[src/design/bep_pkg.sv]
// Package of constants for the blit engine parameter registers.
// Assumes a 16-bit memory-mapped register port and one core clock.
package bep_pkg;

  //////////////////////////////////////////////////////////////////////////////
  // Register map, byte offsets from the drawing register base
  localparam int unsigned REG_CNT  = 7;
  localparam int unsigned REG_W    = 16;
  localparam logic [3:0] OFS_SRC_Y = 4'h0;
  localparam logic [3:0] OFS_SRC_X = 4'h2;
  localparam logic [3:0] OFS_DST_Y = 4'h4;
  localparam logic [3:0] OFS_DST_X = 4'h6;
  localparam logic [3:0] OFS_HGT   = 4'h8;
  localparam logic [3:0] OFS_WID   = 4'hA;
  localparam logic [3:0] OFS_ROP   = 4'hC;

  // Word index of each register (offset / 2)
  localparam logic [2:0] IDX_SRC_Y = 3'h0;
  localparam logic [2:0] IDX_SRC_X = 3'h1;
  localparam logic [2:0] IDX_DST_Y = 3'h2;
  localparam logic [2:0] IDX_DST_X = 3'h3;
  localparam logic [2:0] IDX_HGT   = 3'h4;
  localparam logic [2:0] IDX_WID   = 3'h5;
  localparam logic [2:0] IDX_ROP   = 3'h6;

  // Implemented bits; everything else reads zero
  localparam logic [15:0] MASK_14   = 16'h3FFF;
  localparam logic [15:0] MASK_12   = 16'h0FFF;
  localparam logic [15:0] MASK_ROP  = 16'hFFFF;
  localparam logic [15:0] RESET_VAL = 16'h0000;

  //////////////////////////////////////////////////////////////////////////////
  // Field widths and positions
  localparam int unsigned COORD_W  = 12;
  localparam int unsigned CONST_W  = 14;
  localparam int unsigned ALIGN_W  = 3;
  localparam int unsigned ADDR_W   = 24;
  localparam int unsigned ROP_TWO_OP_BIT = 15;
  localparam int unsigned ROP_SRC_BIT    = 14;
  localparam int unsigned MONO_LO_BIT    = 12;
  localparam int unsigned REP_ROT_BIT    = 11;
  localparam int unsigned MATCH_BIT      = 10;
  localparam int unsigned OWNER_BIT      = 9;
  localparam int unsigned TRANS_BIT      = 8;

  //////////////////////////////////////////////////////////////////////////////
  // Command codes, location pattern, pixel formats
  localparam logic [3:0] CMD_RECT_FILL = 4'h1;
  localparam logic [3:0] CMD_STROKE    = 4'h6;
  localparam logic [3:0] CMD_LINE      = 4'h7;
  localparam logic [3:0] CMD_HOST_WR   = 4'h8;
  localparam logic [3:0] CMD_ROT       = 4'hB;
  localparam logic [1:0] LOC_LINEAR    = 2'h3;
  localparam logic [1:0] FMT_8         = 2'h0;
  localparam logic [1:0] FMT_16        = 2'h1;
  localparam logic [1:0] FMT_32        = 2'h2;
  localparam logic [1:0] FMT_24        = 2'h3;

endpackage

[src/design/bep_reg_file.sv]
// Small word store for the parameter registers with masked writes.
// Assumes the caller decodes address, lanes and implemented bits.
`timescale 1ns/1ps
module bep_reg_file #(
  parameter int unsigned DEPTH = 7,
  parameter int unsigned WIDTH = 16
) (
  input  logic                    clk_sys,
  input  logic                    reset_n,
  input  logic                    wr_en,
  input  logic [2:0]              wr_idx,
  input  logic [WIDTH-1:0]        wr_data,
  input  logic [WIDTH-1:0]        wr_mask,
  input  logic                    rd_en,
  input  logic [2:0]              rd_idx,
  output logic [WIDTH-1:0]        rd_data_q,
  output logic [DEPTH*WIDTH-1:0]  words
);

  logic [WIDTH-1:0] mem_q [DEPTH];

  //////////////////////////////////////////////////////////////////////////////
  // Masked write; bits outside the mask keep their value
  genvar g;
  generate
    for (g = 0; g < DEPTH; g++) begin : g_word
      always_ff @(posedge clk_sys) begin
        if (!reset_n) begin
          mem_q[g] <= bep_pkg::RESET_VAL;
        end else if (wr_en && wr_idx == 3'(g)) begin
          mem_q[g] <= (mem_q[g] & ~wr_mask) | (wr_data & wr_mask);
        end
      end
      assign words[g*WIDTH +: WIDTH] = mem_q[g];
    end
  endgenerate

  // Registered read port; out-of-range index reads zero
  always_ff @(posedge clk_sys) begin
    if (!reset_n) begin
      rd_data_q <= '0;
    end else if (rd_en) begin
      rd_data_q <= (32'(rd_idx) < DEPTH) ? mem_q[rd_idx] : '0;
    end
  end

endmodule // bep_reg_file

[src/design/bep_cmd_decode.sv]
// Decodes command code, location format and pixel format into flags.
// Assumes the codes come from the command and format registers.
`timescale 1ns/1ps
module bep_cmd_decode (
  input  logic [3:0] cmd_code,
  input  logic [3:0] loc_format,
  input  logic [1:0] pixel_format_field,
  output logic       is_line,
  output logic       is_stroke,
  output logic       is_host_wr,
  output logic       is_rot,
  output logic       is_fill,
  output logic       linear,
  output logic       fmt_narrow,
  output logic       fmt_24,
  output logic [2:0] bytes_per_pixel
);

  // Command code compares
  assign is_stroke  = (cmd_code == bep_pkg::CMD_STROKE);
  assign is_line    = (cmd_code == bep_pkg::CMD_LINE);
  assign is_host_wr = (cmd_code == bep_pkg::CMD_HOST_WR);
  assign is_rot     = (cmd_code == bep_pkg::CMD_ROT);
  assign is_fill    = (cmd_code == bep_pkg::CMD_RECT_FILL);

  // Low two bits of the pattern are don't-care
  assign linear = (loc_format[3:2] == bep_pkg::LOC_LINEAR);

  // Pixel depth classes
  assign fmt_narrow = (pixel_format_field == bep_pkg::FMT_8) ||
                      (pixel_format_field == bep_pkg::FMT_16);
  assign fmt_24     = (pixel_format_field == bep_pkg::FMT_24);
  assign bytes_per_pixel =
    (pixel_format_field == bep_pkg::FMT_8)  ? 3'h1 :
    (pixel_format_field == bep_pkg::FMT_16) ? 3'h2 :
    (pixel_format_field == bep_pkg::FMT_32) ? 3'h4 : 3'h3;

endmodule // bep_cmd_decode

[src/design/bep_param_regs.sv]
// Parameter register block of the 2D drawing engine, with field decode.
// Assumes command, location format, pixel format and clip bounds come
// from neighbouring registers; host writes 16-bit words at fixed offsets.
//
// Summary of operation
// - Location pattern 11xx selects linear addressing
// - Coordinate origin is the top-left pixel
// - Clip against four clip-bound registers
// - Source-Y: Y coordinate or address high
// - Source-X: X coordinate or address low
// - Line draw: source-Y holds diagonal constant
// - Line draw: source-X holds axial step constant
// - Host write: source-X low bits give alignment, zero at 24 bits
// - Destination regs: coordinates or address halves
// - Line draw: destination regs hold start point
// - Height: height, error term, or stroke
// - Width: width, vector length, or stroke
// - Bit 15 picks two-operand raster codes
// - Bit 14 two-operand source, two-op only
// - Mono packing field: none, 8, 16, 32
// - Repeat rotation honoured only for rotation blit
// - Matching-pixel control only with transparency
// - Bit 9 picks source or destination owner
// - Line and fill only at 8/16 bits
// - Command codes 1,6,7,8,B decoded
// - Bit 8 transparency enable, low raster code
// - Pixel format 00/01/10 gives 8/16/32
`timescale 1ns/1ps
module bep_param_regs #(
  parameter int unsigned OFS_W = 8
) (
  input  logic                   clk_sys,
  input  logic                   reset_n,
  // Memory-mapped register port
  input  logic [OFS_W-1:0]       reg_addr,
  input  logic                   reg_wr_en,
  input  logic [1:0]             reg_byte_en,
  input  logic [15:0]            reg_wdata,
  input  logic                   reg_rd_en,
  output logic [15:0]            reg_rdata_q,
  output logic                   reg_rvalid_q,
  // Mode inputs from neighbouring registers
  input  logic [3:0]             engine_cmd_code,
  input  logic [3:0]             format_location,
  input  logic [1:0]             pixel_format_field,
  input  logic [11:0]            clip_left,
  input  logic [11:0]            clip_top,
  input  logic [11:0]            clip_right,
  input  logic [11:0]            clip_bottom,
  // Location outputs
  output logic                   sequential_addressing_q,
  output logic [11:0]            src_x_q,
  output logic [11:0]            src_y_q,
  output logic [23:0]            src_linear_addr_q,
  output logic [11:0]            dst_x_q,
  output logic [11:0]            dst_y_q,
  output logic [23:0]            dst_linear_addr_q,
  output logic                   dst_in_clip_q,
  // Line, stroke and rectangle parameters
  output logic [11:0]            line_start_x_q,
  output logic [11:0]            line_start_y_q,
  output logic [13:0]            axial_step_const_q,
  output logic [13:0]            axial_diag_const_q,
  output logic [13:0]            line_error_term_q,
  output logic [11:0]            vector_length_q,
  output logic [11:0]            stroke_length_q,
  output logic [11:0]            rect_width_q,
  output logic [11:0]            rect_height_q,
  output logic [2:0]             host_mono_align_q,
  // Raster operation controls
  output logic                   rop_two_operand_q,
  output logic                   two_op_src_sel_q,
  output logic [1:0]             mono_pack_sel_q,
  output logic                   repeat_rotation_q,
  output logic                   transparency_en_q,
  output logic                   matching_pixel_ctrl_q,
  output logic                   transparency_owner_sel_q,
  output logic [7:0]             rop_code_q,
  // Depth check and pixel size
  output logic                   cmd_depth_ok_q,
  output logic [2:0]             bytes_per_pixel_q
);

  //////////////////////////////////////////////////////////////////////////////
  // Address decode
  localparam int unsigned WORDS = bep_pkg::REG_CNT;
  localparam int unsigned RW    = bep_pkg::REG_W;

  // Implemented-bit mask per word index
  function automatic logic [15:0] field_mask(input logic [2:0] idx);
    case (idx)
      bep_pkg::IDX_SRC_Y: field_mask = bep_pkg::MASK_14;
      bep_pkg::IDX_SRC_X: field_mask = bep_pkg::MASK_14;
      bep_pkg::IDX_DST_Y: field_mask = bep_pkg::MASK_12;
      bep_pkg::IDX_DST_X: field_mask = bep_pkg::MASK_12;
      bep_pkg::IDX_HGT:   field_mask = bep_pkg::MASK_14;
      bep_pkg::IDX_WID:   field_mask = bep_pkg::MASK_12;
      bep_pkg::IDX_ROP:   field_mask = bep_pkg::MASK_ROP;
      default:            field_mask = 16'h0000;
    endcase
  endfunction

  logic [2:0]  acc_idx;
  logic        acc_mapped;
  logic [15:0] lane_mask;
  logic [15:0] wr_mask;

  // Even offsets inside the map only; odd or high offsets are unmapped
  assign acc_idx    = reg_addr[3:1];
  assign acc_mapped = (reg_addr[OFS_W-1:4] == '0) && !reg_addr[0] &&
                      (reg_addr[3:0] <= bep_pkg::OFS_ROP);
  assign lane_mask  = {{8{reg_byte_en[1]}}, {8{reg_byte_en[0]}}};
  // Reserved bits never stored, so they read back zero
  assign wr_mask    = field_mask(acc_idx) & lane_mask;

  //////////////////////////////////////////////////////////////////////////////
  // Storage
  logic [WORDS*RW-1:0] words;
  logic [15:0]         rd_word_q;

  bep_reg_file #(
    .DEPTH (WORDS),
    .WIDTH (RW)
  ) u_store (
    .clk_sys   (clk_sys),
    .reset_n   (reset_n),
    .wr_en     (reg_wr_en && acc_mapped),
    .wr_idx    (acc_idx),
    .wr_data   (reg_wdata),
    .wr_mask   (wr_mask),
    .rd_en     (reg_rd_en),
    .rd_idx    (acc_mapped ? acc_idx : 3'h7),
    .rd_data_q (rd_word_q),
    .words     (words)
  );

  // Read answer one cycle after the strobe
  assign reg_rdata_q = rd_word_q;

  always_ff @(posedge clk_sys) begin
    if (!reset_n) begin
      reg_rvalid_q <= 1'b0;
    end else begin
      reg_rvalid_q <= reg_rd_en;
    end
  end

  //////////////////////////////////////////////////////////////////////////////
  // Word views
  logic [15:0] w_src_y;
  logic [15:0] w_src_x;
  logic [15:0] w_dst_y;
  logic [15:0] w_dst_x;
  logic [15:0] w_hgt;
  logic [15:0] w_wid;
  logic [15:0] w_rop;

  assign w_src_y = words[32'(bep_pkg::IDX_SRC_Y)*RW +: RW];
  assign w_src_x = words[32'(bep_pkg::IDX_SRC_X)*RW +: RW];
  assign w_dst_y = words[32'(bep_pkg::IDX_DST_Y)*RW +: RW];
  assign w_dst_x = words[32'(bep_pkg::IDX_DST_X)*RW +: RW];
  assign w_hgt   = words[32'(bep_pkg::IDX_HGT)*RW +: RW];
  assign w_wid   = words[32'(bep_pkg::IDX_WID)*RW +: RW];
  assign w_rop   = words[32'(bep_pkg::IDX_ROP)*RW +: RW];

  //////////////////////////////////////////////////////////////////////////////
  // Mode decode
  logic       is_line;
  logic       is_stroke;
  logic       is_host_wr;
  logic       is_rot;
  logic       is_fill;
  logic       linear;
  logic       fmt_narrow;
  logic       fmt_24;
  logic [2:0] bpp;

  bep_cmd_decode u_dec (
    .cmd_code           (engine_cmd_code),
    .loc_format         (format_location),
    .pixel_format_field (pixel_format_field),
    .is_line            (is_line),
    .is_stroke          (is_stroke),
    .is_host_wr         (is_host_wr),
    .is_rot             (is_rot),
    .is_fill            (is_fill),
    .linear             (linear),
    .fmt_narrow         (fmt_narrow),
    .fmt_24             (fmt_24),
    .bytes_per_pixel    (bpp)
  );

  //////////////////////////////////////////////////////////////////////////////
  // Location selection
  logic        xy_mode;
  logic        blit_dst;
  logic [11:0] src_x_d;
  logic [11:0] src_y_d;
  logic [23:0] src_lin_d;
  logic [11:0] dst_x_d;
  logic [11:0] dst_y_d;
  logic [23:0] dst_lin_d;

  // Line draw reuses the source words, so neither form applies then
  assign xy_mode   = !linear && !is_line;
  assign blit_dst  = !is_line;
  assign src_y_d   = xy_mode ? w_src_y[11:0] : 12'h000;
  assign src_x_d   = xy_mode ? w_src_x[11:0] : 12'h000;
  assign src_lin_d = (linear && !is_line) ? {w_src_y[11:0], w_src_x[11:0]} : 24'h000000;
  assign dst_y_d   = (blit_dst && !linear) ? w_dst_y[11:0] : 12'h000;
  assign dst_x_d   = (blit_dst && !linear) ? w_dst_x[11:0] : 12'h000;
  assign dst_lin_d = (blit_dst && linear) ? {w_dst_y[11:0], w_dst_x[11:0]} : 24'h000000;

  // Inclusive clip box; Y grows downward from the top-left origin
  logic in_clip_d;

  assign in_clip_d = !linear &&
                     (w_dst_x[11:0] >= clip_left) && (w_dst_x[11:0] <= clip_right) &&
                     (w_dst_y[11:0] >= clip_top) && (w_dst_y[11:0] <= clip_bottom);

  always_ff @(posedge clk_sys) begin
    if (!reset_n) begin
      sequential_addressing_q <= 1'b0;
      src_x_q                 <= 12'h000;
      src_y_q                 <= 12'h000;
      src_linear_addr_q       <= 24'h000000;
      dst_x_q                 <= 12'h000;
      dst_y_q                 <= 12'h000;
      dst_linear_addr_q       <= 24'h000000;
      dst_in_clip_q           <= 1'b0;
    end else begin
      sequential_addressing_q <= linear;
      src_x_q                 <= src_x_d;
      src_y_q                 <= src_y_d;
      src_linear_addr_q       <= src_lin_d;
      dst_x_q                 <= dst_x_d;
      dst_y_q                 <= dst_y_d;
      dst_linear_addr_q       <= dst_lin_d;
      dst_in_clip_q           <= in_clip_d;
    end
  end

  //////////////////////////////////////////////////////////////////////////////
  // Line, stroke and rectangle parameters
  logic [13:0] step_d;
  logic [13:0] diag_d;
  logic [13:0] err_d;
  logic [11:0] vlen_d;
  logic [11:0] stroke_d;
  logic [2:0]  align_d;

  // Constants arrive precomputed; the block only routes them by command
  assign step_d   = is_line ? w_src_x[13:0] : 14'h0000;
  assign diag_d   = is_line ? w_src_y[13:0] : 14'h0000;
  assign err_d    = is_line ? w_hgt[13:0] : 14'h0000;
  assign vlen_d   = is_line ? w_wid[11:0] : 12'h000;
  // Non-horizontal strokes take height, horizontal ones take width
  assign stroke_d = !is_stroke ? 12'h000 :
                    (w_hgt[11:0] != 12'h000) ? w_hgt[11:0] : w_wid[11:0];
  // 24-bit mode leaves alignment to software
  assign align_d  = (is_host_wr && !fmt_24) ? w_src_x[2:0] : 3'h0;

  always_ff @(posedge clk_sys) begin
    if (!reset_n) begin
      line_start_x_q     <= 12'h000;
      line_start_y_q     <= 12'h000;
      axial_step_const_q <= 14'h0000;
      axial_diag_const_q <= 14'h0000;
      line_error_term_q  <= 14'h0000;
      vector_length_q    <= 12'h000;
      stroke_length_q    <= 12'h000;
      rect_width_q       <= 12'h000;
      rect_height_q      <= 12'h000;
      host_mono_align_q  <= 3'h0;
    end else begin
      line_start_x_q     <= is_line ? w_dst_x[11:0] : 12'h000;
      line_start_y_q     <= is_line ? w_dst_y[11:0] : 12'h000;
      axial_step_const_q <= step_d;
      axial_diag_const_q <= diag_d;
      line_error_term_q  <= err_d;
      vector_length_q    <= vlen_d;
      stroke_length_q    <= stroke_d;
      rect_width_q       <= (is_line || is_stroke) ? 12'h000 : w_wid[11:0];
      rect_height_q      <= (is_line || is_stroke) ? 12'h000 : w_hgt[11:0];
      host_mono_align_q  <= align_d;
    end
  end

  //////////////////////////////////////////////////////////////////////////////
  // Raster operation controls
  logic       two_op;
  logic       trans_en;
  logic [7:0] rop_d;

  assign two_op   = w_rop[bep_pkg::ROP_TWO_OP_BIT];
  assign trans_en = w_rop[bep_pkg::TRANS_BIT];
  // Two-operand codes only use the low nibble
  assign rop_d    = two_op ? {4'h0, w_rop[3:0]} : w_rop[7:0];

  always_ff @(posedge clk_sys) begin
    if (!reset_n) begin
      rop_two_operand_q        <= 1'b0;
      two_op_src_sel_q         <= 1'b0;
      mono_pack_sel_q          <= 2'h0;
      repeat_rotation_q        <= 1'b0;
      transparency_en_q        <= 1'b0;
      matching_pixel_ctrl_q    <= 1'b0;
      transparency_owner_sel_q <= 1'b0;
      rop_code_q               <= 8'h00;
    end else begin
      rop_two_operand_q        <= two_op;
      two_op_src_sel_q         <= two_op && w_rop[bep_pkg::ROP_SRC_BIT];
      mono_pack_sel_q          <= w_rop[bep_pkg::MONO_LO_BIT +: 2];
      repeat_rotation_q        <= is_rot && w_rop[bep_pkg::REP_ROT_BIT];
      transparency_en_q        <= trans_en;
      matching_pixel_ctrl_q    <= trans_en && w_rop[bep_pkg::MATCH_BIT];
      transparency_owner_sel_q <= w_rop[bep_pkg::OWNER_BIT];
      rop_code_q               <= rop_d;
    end
  end

  //////////////////////////////////////////////////////////////////////////////
  // Depth check: software pre-scales 24-bit values, hardware does not
  always_ff @(posedge clk_sys) begin
    if (!reset_n) begin
      cmd_depth_ok_q    <= 1'b0;
      bytes_per_pixel_q <= 3'h0;
    end else begin
      cmd_depth_ok_q    <= !(is_line || is_fill) || fmt_narrow;
      bytes_per_pixel_q <= bpp;
    end
  end

endmodule // bep_param_regs

[config.mk]
export PLATFORM = sky130hd
export DESIGN_NAME = bep_param_regs
export DESIGN_NICKNAME = d
export VERILOG_FILES = /design/src/design/bep_pkg.sv /design/src/design/bep_reg_file.sv /design/src/design/bep_cmd_decode.sv /design/src/design/bep_param_regs.sv
export SDC_FILE = /design/constraint.sdc
export NUM_CORES = 1
export LEC_CHECK = 0
export BUFFER_PORTS_ARGS = -buffer_cell sky130_fd_sc_hd__buf_2
export CAP_MARGIN = 40
export CORE_MARGIN = 1
export CORE_UTILIZATION = 48
export DETAILED_ROUTE_END_ITERATION = 12
export PLACE_DENSITY_LB_ADDON = 0.15
export SETUP_SLACK_MARGIN = 0.05
export SYNTH_ARGS = -nofsm -noshare
export SYNTH_HDL_FRONTEND = slang
export SYNTH_SLANG_ARGS = --single-unit
[constraint.sdc]
create_clock -name clk_sys -period 3 [get_ports clk_sys]
set_input_delay 0.45 -clock clk_sys [delete_from_list [all_inputs] [get_ports clk_sys]]
set_output_delay 0.45 -clock clk_sys [all_outputs]
set_load 0.03 [all_outputs]
==> metrics.yaml, run 1 <==
cts:
  clkSinkCount: 364
  total_setup_buffers_inserted_after_cts: 0
  clock_tree.root_cell: "clkbuf_16"
  cts.htree.levels: 2
  cts_tree: "built"
  cts_buffers: 38
  bufs_on_longest_clock_path: 3
  cts_hold_buffers: 0
  clkLatencyLatePin_ns: 0.52
  cts.clk_slew.worst_paths_ns: 0.07
  ctsResizeCount: 0
floorplanning:
  die_area_um2: 29500
  placement_rows: 61
  floorplan.io_pins: 340
  floorplan.die.height_um: 172
  die_width_um: 172
  placeableCoreArea_um2: 28000
  initial_core_util_pct: 49.3
detailed_routing:
  post_drt_wl_per_cell_um: 19.7
  number_of_design_rule_violations_left_by_the_first_detailed_router_iteration: 932
  remaining_drc_errors: 0
  drt-total-wl_um: 39400
  post_drt_via_cell_ratio: 5.27
  final_antenna_net_count: 0
  drt_first_pass_iters: 5
  routed-via-count: 10518
critical_path:
  timing.setup.critical_path_class: "register to register"
  worst_reg2reg_path_length_in_cells: 8
  critical_path_arrival_ns: 2.77
  r2r_end: "dst_in_clip_q$_SDFF_PN0_"
  critical_path.endpoint_type: "register"
  critical_path.max_fanout: 6
  cp_data_required_time_ns: 3.38
  worst_setup_path_start_kind: "register"
  launching_point_of_the_worst_reg2reg_path: "u_store.mem_q[3][0]$_SDFFCE_PN0P_"
  setup.reg_to_reg.worst_slack_ns: 0.62
synthesis:
  synth_compound_gate_area_share_pct: 10.3
  synth-seq-cells: 364
  async_flop_share_pct: 0
  multiplexer_area_fraction_after_synthesis_pct: 2.56
  synth.lib_cells_used.distinct: 50
  dominant_combinational_cell_family_by_area_after_synthesis: "simple AND/OR/NAND/NOR gates"
  ys.flop_type: "dfxtp_1"
  sequential_share_of_the_synthesized_area_pct: 60.9
  basic_gate_share_of_the_synthesized_area_counting_and_or_nand_and_nor_cells_pct: 17.8
  synth_edf_count: 112
  synth-xor-area-share_pct: 0.0634
  synth_fa_ha_area_share_pct: 4.80
  synth.cell_area_um2: 13800
  synthesis.instances: 1265
  avgSynthCellArea_um2: 10.9
  yosys_warnings: 0
  synth.net_count: 1406
worst_hold_path:
  worstHoldEndpoint: "u_store.rd_data_q[14]$_SDFFE_PN0P_"
  worstHoldPathCells: 3
  min-delay-start: "reg_rd_en"
  worst_hold_path_type: "input port to register"
timing:
  tightest_slew_ns: 0.827
  slew_headroom_pct: 44.9
  timing.fmax_ghz: 0.420
  rsz0062_at_grt: "no"
  holdWs_ns: 0.220
  finalWorstSetupSlack_ns: 0.617
  setup_viol: 0
  clock_skew_ns: 0.0234
  post-route-period-util_pct: 79.4
  final-max-slew-violation-count: 0
  layout_min_cycle_time_ns: 2.38
  timing_hold_violations_final: 0
cells_and_area:
  drive_gt1_share_pct: 27.5
  mostFrequentLayoutCells: "buf_2 (337), dfxtp_1 (252), and2_1 (215)"
  most_frequent_standard_cell_in_the_layout_excluding_fill_and_tap_cells: "buf_2"
  finalCoreUtilization_pct: 61.2
  design.final.nets: 1731
  final-instance-count-excl-fill: 1996
  flow.area_growth_from_synthesis_pct: 24.2
  antenna_fix_cells: 0
place:
  worst_setup_timing_slack_at_the_placement_stage_ns: 0.383
  buffer_ports.inserted: 337
  numPlacedInstances: 1928
  gpl.final_weighted_congestion: 0.913
  place.detailed.hpwl_um: 27400
power_and_ir_drop:
  leakage_nw: 7.89
  worst_ir_drop_vdd_mv: 0.366
  powerDensity_nw_per_um2: 622
  total_power_mw: 10.7
grt:
  grt_pass1_wl_um: 57800
  initial_antenna_violation_count: 0
  via_count_of_the_first_global_routing_pass: 9878
  grt_max_degree: 79
  overflow: 0
  grt_use_total_pct: 26.6
outcome:
  run_status: "finished, final reports clean"
job:
  max_cap_violations: 0
## cells by family after synthesis
group	count (synthesis)
mux	34
fa+ha+maj	53
compound gates	229
simple gates	456
flops	364
buf+inv	128
xor+xnor	1
## metrics by stage
step	setup TNS, ns	cell area (um^2)
final	0	17200
after global routing	0	17200
after CTS	0	17200
after detailed placement	0	15900
after global placement	0	15900
after floorplan	-0.238	13800
## where the power goes
| part | internal (mW) | switching (mW) |
|---|---|---|
| Clock | 2.69 | 1.89 |
| Sequential | 5.19 | 0.108 |
| Combinational | 0.264 | 0.524 |
| Total | 8.14 | 2.52 |
## worst max path at each step
stage | start | end | slack [ns] | depth (start not counted)
global placement | reg_addr[5] | u_store.mem_q[4][12]$_SDFFCE_PN0P_ | 0.46 | 7
finish | u_store.mem_q[3][0]$_SDFFCE_PN0P_ | dst_in_clip_q$_SDFF_PN0_ | 0.62 | 8
floorplan | reg_addr[1] | u_store.mem_q[3][0]$_SDFFCE_PN0P_ | -0.009 | 5
CTS | u_store.mem_q[3][0]$_SDFFCE_PN0P_ | dst_in_clip_q$_SDFF_PN0_ | 0.66 | 8
detailed placement | reg_addr[5] | u_store.mem_q[4][12]$_SDFFCE_PN0P_ | 0.38 | 7
global route | u_store.mem_q[3][0]$_SDFFCE_PN0P_ | dst_in_clip_q$_SDFF_PN0_ | 0.52 | 8
## worst max-delay path, stage by stage (launching register included)
cell and delay, ns:
edfxtp_1 0.56, inv_1 0.12, ha_1 0.27, nand2b_1 0.14, a2111oi_0 0.43, o211ai_1 0.21, a221oi_1 0.31, or3_1 0.17
a211oi_1 0.05
## routing by layer
metal / global-route usage, % / part of all wire (%) / vias up
met5: 0 / 0 / -
met4: 7.73 / 2.3 / 0
met3: 5.09 / 9.0 / 69
met2: 43.0 / 46 / 542
met1: 36.2 / 43 / 4937
li1: - / - / 4970
## state kept, by name, indices dropped and copies added, names as in the netlist, 2 cells and up
signal              flops
u_store.mem_q         112
dst_linear_addr_q      24
src_linear_addr_q      24
u_store.rd_data_q      16
axial_diag_const_q     14
axial_step_const_q     14
line_error_term_q      14
dst_x_q                12
dst_y_q                12
line_start_x_q         12
line_start_y_q         12
rect_height_q          12
rect_width_q           12
src_x_q                12
src_y_q                12
stroke_length_q        12
vector_length_q        12
rop_code_q              8
bytes_per_pixel_q       3
host_mono_align_q       3
mono_pack_sel_q         2
## cell usage after synthesis, drive strengths merged (11+ instances only)
master | n | share of area [%]
dfxtp | 252 | 37
and2 | 215 | 9.7
a21oi | 138 | 5.0
nor2 | 113 | 3.2
edfxtp | 112 | 24
clkbuf | 61 | 1.7
nand2 | 61 | 1.7
ha | 53 | 4.8
inv | 52 | 1.4
mux2i | 32 | 2.3
o21ai | 25 | 0.91
and3 | 20 | 0.91
a211oi | 18 | 1.3
a221oi | 16 | 1.0
a221o | 15 | 1.1
buf | 15 | 0.62
nand4 | 11 | 0.50
## layout make-up
type	count	area, um^2
fillers	2359	10900
repair buffers	361	1920
well taps	378	473
multi-input cells	773	4940
clock inverters	12	103
clock buffers	56	1120
inverters	52	195
flip-flops and latches	364	8410
No activity file was read; power rests on OpenSTA's default activity.
==> run 2: changes to the inputs <==
--- a/config.mk
+++ b/config.mk
@@ -8,7 +8,7 @@
 export BUFFER_PORTS_ARGS = -buffer_cell sky130_fd_sc_hd__buf_2
 export CAP_MARGIN = 40
 export CORE_MARGIN = 1
-export CORE_UTILIZATION = 48
+export CORE_UTILIZATION = 53
 export DETAILED_ROUTE_END_ITERATION = 12
 export PLACE_DENSITY_LB_ADDON = 0.15
 export SETUP_SLACK_MARGIN = 0.05
==> constraint.sdc (replaced) <==
create_clock -name clk_sys -period 2.2 [get_ports clk_sys]
set_input_delay 0.33 -clock clk_sys [delete_from_list [all_inputs] [get_ports clk_sys]]
set_output_delay 0.33 -clock clk_sys [all_outputs]
set_load 0.03 [all_outputs]
==> run 2 against run 1 <==
- sequential cell count unchanged
- setup slack worse by 0.45 ns
- hold slack worse by 0.14 ns
- non-clock buffer count up 36
- clock skew up 0.0023 ns
- maximum frequency up 17%
- largest cell class unchanged
- sequential share of layout area down 1.3 points
- wire length up 1.1%
- critical path type unchanged
- final cell count down 0.65%
- core utilization up 8.2 points
- critical path depth unchanged
- clock power up 41%
==> metrics.yaml, run 2 (synthesized netlist as in run 1, its figures left out) <==
floorplanning:
  initial_core_util_pct: 54.4  # +5.1 points
  floorplan.die.height_um: 163  # -4.8%
  floorplan.io_pins: 340  # unchanged
  placeableCoreArea_um2: 25400  # -9.3%
  placement_rows: 58  # -4.9%
  die_width_um: 163  # -4.8%
  die_area_um2: 26700  # -9.3%
detailed_routing:
  post_drt_wl_per_cell_um: 20.1  # +1.7%
  number_of_design_rule_violations_left_by_the_first_detailed_router_iteration: 936  # +0.43%
  routed-via-count: 10834  # +3.0%
  final_antenna_net_count: 0  # unchanged
  post_drt_via_cell_ratio: 5.46  # +3.7%
  remaining_drc_errors: 0  # unchanged
  drt-total-wl_um: 39800  # +1.1%
  drt_first_pass_iters: 5  # unchanged
cells_and_area:
  registers.top_by_ff_count: "u_store.mem_q"
  filler_cell_count: 1955  # -17%
  mostFrequentLayoutCells: "buf_2 (337), dfxtp_1 (252), and2_1 (215)"
  most_frequent_standard_cell_in_the_layout_excluding_fill_and_tap_cells: "buf_2"
  design.final.nets: 1766  # +2.0%
  final-instance-count-excl-fill: 1983  # -0.65%
  max_reg_flops: 112  # unchanged
  drive_gt1_share_pct: 29.5  # +2.0 points
  antenna_fix_cells: 0  # unchanged
  flow.area_growth_from_synthesis_pct: 27.7
  reg_top3: "u_store.mem_q: 112 flops, dst_linear_addr_q: 24 flops, src_linear_addr_q: 24 flops"
cts:
  bufs_on_longest_clock_path: 3  # unchanged
  cts_buffers: 37  # -2.6%
  cts_hold_buffers: 0  # unchanged
  clock_tree.root_cell: "clkbuf_16"
  cts.htree.levels: 2  # unchanged
  cts.clk_slew.worst_paths_ns: 0.07  # about the same
  clkSinkCount: 364  # unchanged
  total_setup_buffers_inserted_after_cts: 0  # unchanged
  clkLatencyLatePin_ns: 0.53  # about the same
  cts_tree: "built"
critical_path:
  critical_path.max_fanout: 2  # -4
  critical_path.endpoint_type: "register"
  worst_setup_path_start_kind: "register"
  timing.setup.critical_path_class: "register to register"
  cp_data_required_time_ns: 2.60  # -0.78 ns
  worst_reg2reg_path_length_in_cells: 8  # unchanged
  critical_path_arrival_ns: 2.43  # -0.34 ns
worst_hold_path:
  worst_hold_path_type: "input port to register"
  worstHoldPathCells: 3  # unchanged
timing:
  rsz0062_at_grt: "no"
  setup-tns-final_ns: 0  # unchanged
  layout_min_cycle_time_ns: 2.03  # -0.349 ns
  holdWs_ns: 0.0824  # -0.138 ns
  finalWorstSetupSlack_ns: 0.166  # -0.451 ns
  timing.fmax_ghz: 0.492  # +17%
  post-route-period-util_pct: 92.5  # +13 points
  clock_skew_ns: 0.0257  # +0.00232 ns
  tightest_slew_ns: 0.717  # -0.110 ns
  slew_headroom_pct: 52.2  # +7.3 points
  final-max-slew-violation-count: 0  # unchanged
  timing_hold_violations_final: 0  # unchanged
  setup_viol: 0  # unchanged
power_and_ir_drop:
  leakage_nw: 8.18  # +3.7%
  worst_ir_drop_vdd_mv: 0.619  # +69%
  total_power_mw: 14.8  # +39%
  powerDensity_nw_per_um2: 842  # +35%
place:
  buffer_ports.inserted: 337  # unchanged
  numPlacedInstances: 1916  # -0.62%
  gpl.final_weighted_congestion: 0.888  # -2.8%
  place.detailed.hpwl_um: 28100  # +2.6%
  worst_setup_timing_slack_at_the_placement_stage_ns: -0.0238  # -0.407 ns
grt:
  grt_pass1_wl_um: 59500  # +2.8%
  overflow: 0  # unchanged
  via_count_of_the_first_global_routing_pass: 10299  # +4.3%
  initial_antenna_violation_count: 0  # unchanged
  grt_max_degree: 64  # -19%
  grt_use_total_pct: 29.7  # +3.1 points
job:
  max_cap_violations: 0  # unchanged
outcome:
  run_status: "finished, final reports clean"
==> run 2: cell count changes in the layout (fill, tap and decap cells not counted), sizes merged <==
cell	before	now
buf	361	397
clkbuf	56	59
clkinv	8	5
bufinv	1	0
==> run 2: worst paths after layout <==
| path | startpoint | end | slack [ns] |
|---|---|---|---|
| worst min-delay path | reg_rd_en | u_store.rd_data_q[14]$_SDFFE_PN0P_ | 0.08 |
| worst max register to register | u_store.mem_q[3][0]$_SDFFCE_PN0P_ | dst_in_clip_q$_SDFF_PN0_ | 0.17 |
| worst min register to register | u_store.rd_data_q[14]$_SDFFE_PN0P_ | u_store.rd_data_q[14]$_SDFFE_PN0P_ | 0.48 |
| worst max-delay path | u_store.mem_q[3][0]$_SDFFCE_PN0P_ | dst_in_clip_q$_SDFF_PN0_ | 0.17 |
==> run 2: cell type report <==
class | instances | area, um^2 | area share, %
multi-input combinational | 773 | 4960 | 28.1
tap | 330 | 413 | 2.34
inverter | 52 | 195 | 1.11
timing repair buffer | 397 | 2360 | 13.4
sequential | 364 | 8410 | 47.7
clock inverter | 8 | 47.5 | 0.270
clock buffer | 59 | 1250 | 7.07
==> run 2: routing by layer <==
metal	share of wire (%)	track usage, %
met1	40	38.4
met2	46	47.3
met3	10	7.69
met4	3.8	12.2
met5	0	0
==> run 2: worst max-delay path, stage by stage (launching register included) <==
cell and delay [ns]:
edfxtp_1 0.40, inv_2 0.08, ha_1 0.21, nand2b_1 0.17, a2111oi_4 0.35, o211ai_1 0.18, a221oi_2 0.33, or3_1 0.15
a211oi_1 0.04
==> run 2: timing repair <==
action | CTS | global route
pin swaps | 0 | 2
resized for setup | 2 | 3
setup endpoints to repair | 1 | 1
cloned | 0 | 0
==> run 2: report_power, final <==
group / internal, mW / switching, mW / leakage [nW] / total (mW)
clock network: 3.91 / 2.57 / 0.643 / 6.48
logic: 0.408 / 0.764 / 4.34 / 1.17
registers: 7.07 / 0.119 / 3.20 / 7.19
==> run 2: stage by stage <==
step | instance area [um^2] | utilization, %
finish | 17600 | 69.4
global route | 17600 | 69.4
CTS | 17600 | 69.4
detailed placement | 16300 | 64.2
global placement | 16300 | 64.2
floorplan | 13800 | -
==> run 3: changes to the inputs <==
--- a/config.mk
+++ b/config.mk
@@ -7,6 +7,7 @@
 export LEC_CHECK = 0
 export BUFFER_PORTS_ARGS = -buffer_cell sky130_fd_sc_hd__buf_2
 export CAP_MARGIN = 40
+export CORE_ASPECT_RATIO = 0.7
 export CORE_MARGIN = 1
 export CORE_UTILIZATION = 53
 export DETAILED_ROUTE_END_ITERATION = 12
==> run 3 against run 2 <==
- global-route usage is 0.37 points higher
- count of clock-buffer cells in the layout is 10 lower
- total power is 1.7% lower
- non-clock buffer count is 7 higher
- wire length is 3.8% higher
- critical path depth stayed put
- die area hardly changed
- largest cell class unchanged
==> metrics.yaml, run 3 (synthesized netlist as in run 1, its figures left out) <==
place:
  dpl-instance-area_um2: 16300  # -0.15%
  buffer_ports.inserted: 337  # unchanged
  gpl.final_weighted_congestion: 0.880  # -0.87%
  numPlacedInstances: 1922  # +0.31%
  worst_setup_timing_slack_at_the_placement_stage_ns: -0.0730  # -0.0492 ns
  place.detailed.hpwl_um: 29300  # +4.4%
cts:
  cts_hold_buffers: 0  # unchanged
  clkLatencyLatePin_ns: 0.51  # -0.02 ns
  clkSinkCount: 364  # unchanged
  clock_tree.root_cell: "clkbuf_16"
  bufs_on_longest_clock_path: 3  # unchanged
  cts_buffers: 35  # -5.4%
  cts.clk_slew.worst_paths_ns: 0.07  # about the same
  cts.htree.levels: 2  # unchanged
  cts_tree: "built"
critical_path:
  timing.setup.critical_path_class: "register to register"
  critical_path.max_fanout: 2  # unchanged
  critical_path.endpoint_type: "register"
  cp_data_required_time_ns: 2.58  # -0.02 ns
  worst_setup_path_start_kind: "register"
  critical_path_arrival_ns: 2.47  # +0.04 ns
power_and_ir_drop:
  leakage_nw: 8.15  # -0.37%
  worst_ir_drop_vdd_mv: 0.636  # +2.7%
  powerDensity_nw_per_um2: 830  # -1.3%
cells_and_area:
  final-instance-count-excl-fill: 1988  # +0.25%
  flow.area_growth_from_synthesis_pct: 27.2
  mostFrequentLayoutCells: "buf_2 (337), dfxtp_1 (252), and2_1 (215)"
  drive_gt1_share_pct: 29.8  # +0.29 points
  design.final.nets: 1771  # +0.28%
  registers.top_by_ff_count: "u_store.mem_q"
  antenna_fix_cells: 0  # unchanged
  finalCoreUtilization_pct: 68.6  # -0.88 points
  filler_cell_count: 1965  # +0.51%
  max_reg_flops: 112  # unchanged
  most_frequent_standard_cell_in_the_layout_excluding_fill_and_tap_cells: "buf_2"
  reg_top3: "u_store.mem_q: 112 flops, dst_linear_addr_q: 24 flops, src_linear_addr_q: 24 flops"
  final_area_um2: 17600  # -0.38%
timing:
  rsz0062_at_grt: "no"
  setup_viol: 0  # unchanged
  tightest_slew_ns: 0.759  # +0.0419 ns
  post-route-period-util_pct: 94.9  # +2.4 points
  final-max-slew-violation-count: 0  # unchanged
  finalWorstSetupSlack_ns: 0.113  # -0.0526 ns
  timing.fmax_ghz: 0.479  # -2.5%
  slew_headroom_pct: 49.4  # -2.8 points
  clock_skew_ns: 0.0120  # -0.0137 ns
  holdWs_ns: 0.122  # +0.0401 ns
  timing_hold_violations_final: 0  # unchanged
  layout_min_cycle_time_ns: 2.09  # +0.0526 ns
floorplanning:
  placement_rows: 49  # -16%
  die_width_um: 195  # +19%
  floorplan.io_pins: 340  # unchanged
  placeableCoreArea_um2: 25600  # +0.90%
  die_area_um2: 26700  # about the same
  floorplan.die.height_um: 137  # -16%
  initial_core_util_pct: 53.9  # -0.48 points
job:
  max_cap_violations: 0  # unchanged
grt:
  via_count_of_the_first_global_routing_pass: 10076  # -2.2%
  grt_max_degree: 57  # -11%
  grt_use_total_pct: 30.1  # +0.37 points
  overflow: 0  # unchanged
  initial_antenna_violation_count: 0  # unchanged
  grt_pass1_wl_um: 60100  # +0.99%
detailed_routing:
  post_drt_via_cell_ratio: 5.49  # +0.57%
  drt-total-wl_um: 41300  # +3.8%
  final_antenna_net_count: 0  # unchanged
  remaining_drc_errors: 0  # unchanged
  post_drt_wl_per_cell_um: 20.8  # +3.6%
  number_of_design_rule_violations_left_by_the_first_detailed_router_iteration: 1154  # +23%
  drt_first_pass_iters: 8  # +3
  routed-via-count: 10923  # +0.82%
outcome:
  run_status: "finished, final reports clean"
worst_hold_path:
  worst_hold_path_type: "input port to register"
run 3: changes by cell type in the layout (fill, tap and decap cells not counted), moves of 2 or more:
cell,previous run,this run
clkbuf_8,9,6
buf_12,18,13
clkbuf_16,44,38
clkinv_1,0,2
clkinv_4,0,2
buf_4,42,54
bufinv_16,0,2
run 3: final timing paths:
path                                                           to  slack, ns                               from  cells after the start
worst max-delay path                     dst_in_clip_q$_SDFF_PN0_       0.11  u_store.mem_q[3][0]$_SDFFCE_PN0P_                      8
worst min-delay path                 repeat_rotation_q$_SDFF_PN0_       0.12                 engine_cmd_code[3]                      3
worst max register to register           dst_in_clip_q$_SDFF_PN0_       0.11  u_store.mem_q[3][0]$_SDFFCE_PN0P_                      8
worst min register to register  u_store.rd_data_q[7]$_SDFFE_PN0P_       0.49  u_store.rd_data_q[7]$_SDFFE_PN0P_                      1
run 3: layout make-up:
type | count | area (um^2) | area share [%]
clock buffers | 49 | 1050 | 5.99
clock inverters | 15 | 153 | 0.869
inverters | 52 | 195 | 1.11
multi-input cells | 773 | 5000 | 28.4
flip-flops and latches | 364 | 8410 | 47.9
well taps | 331 | 414 | 2.36
repair buffers | 404 | 2350 | 13.4
run 3: routing by layer:
layer | track usage [%] | wire [um] | up-vias
met5 | 0 | 0 | -
met4 | 7.44 | 816 | 0
met3 | 8.16 | 4640 | 57
met2 | 45.9 | 18100 | 606
met1 | 42.4 | 17800 | 5206
li1 | - | - | 5054
run 3: through the flow:
stage | power, mW | setup TNS, ns
finish | 14.6 | 0
global route | 15.0 | 0
CTS | 14.6 | 0
detailed placement | 8.50 | -0.283
global placement | 8.47 | -0.107
floorplan | 7.99 | -17.25
run 3: power by group:
part / internal (mW) / leakage [nW] / switching, mW / total, mW
clock: 3.62 / 0.593 / 2.58 / 6.20
sequential: 7.07 / 3.20 / 0.125 / 7.20
combinational: 0.414 / 4.35 / 0.786 / 1.20
total: 11.1 / 8.15 / 3.49 / 14.6
run 3: worst max-delay path, cell delays in order (launching register included):
cell and delay [ns]:
edfxtp_1 0.42, inv_2 0.10, ha_4 0.19, nand2b_4 0.14
a2111oi_4 0.27, o211ai_1 0.22, a221oi_2 0.40, or3_1 0.18
a211oi_1 0.05
run 3: what timing repair did:
| action | 4_1_cts | 5_1_grt |
|---|---|---|
| setup buffers | 0 | 2 |
| pin swaps | 3 | 5 |
| hold endpoints to repair | 0 | 0 |
| gates resized for setup | 3 | 6 |
| endpoints found under the setup margin | 1 | 1 |
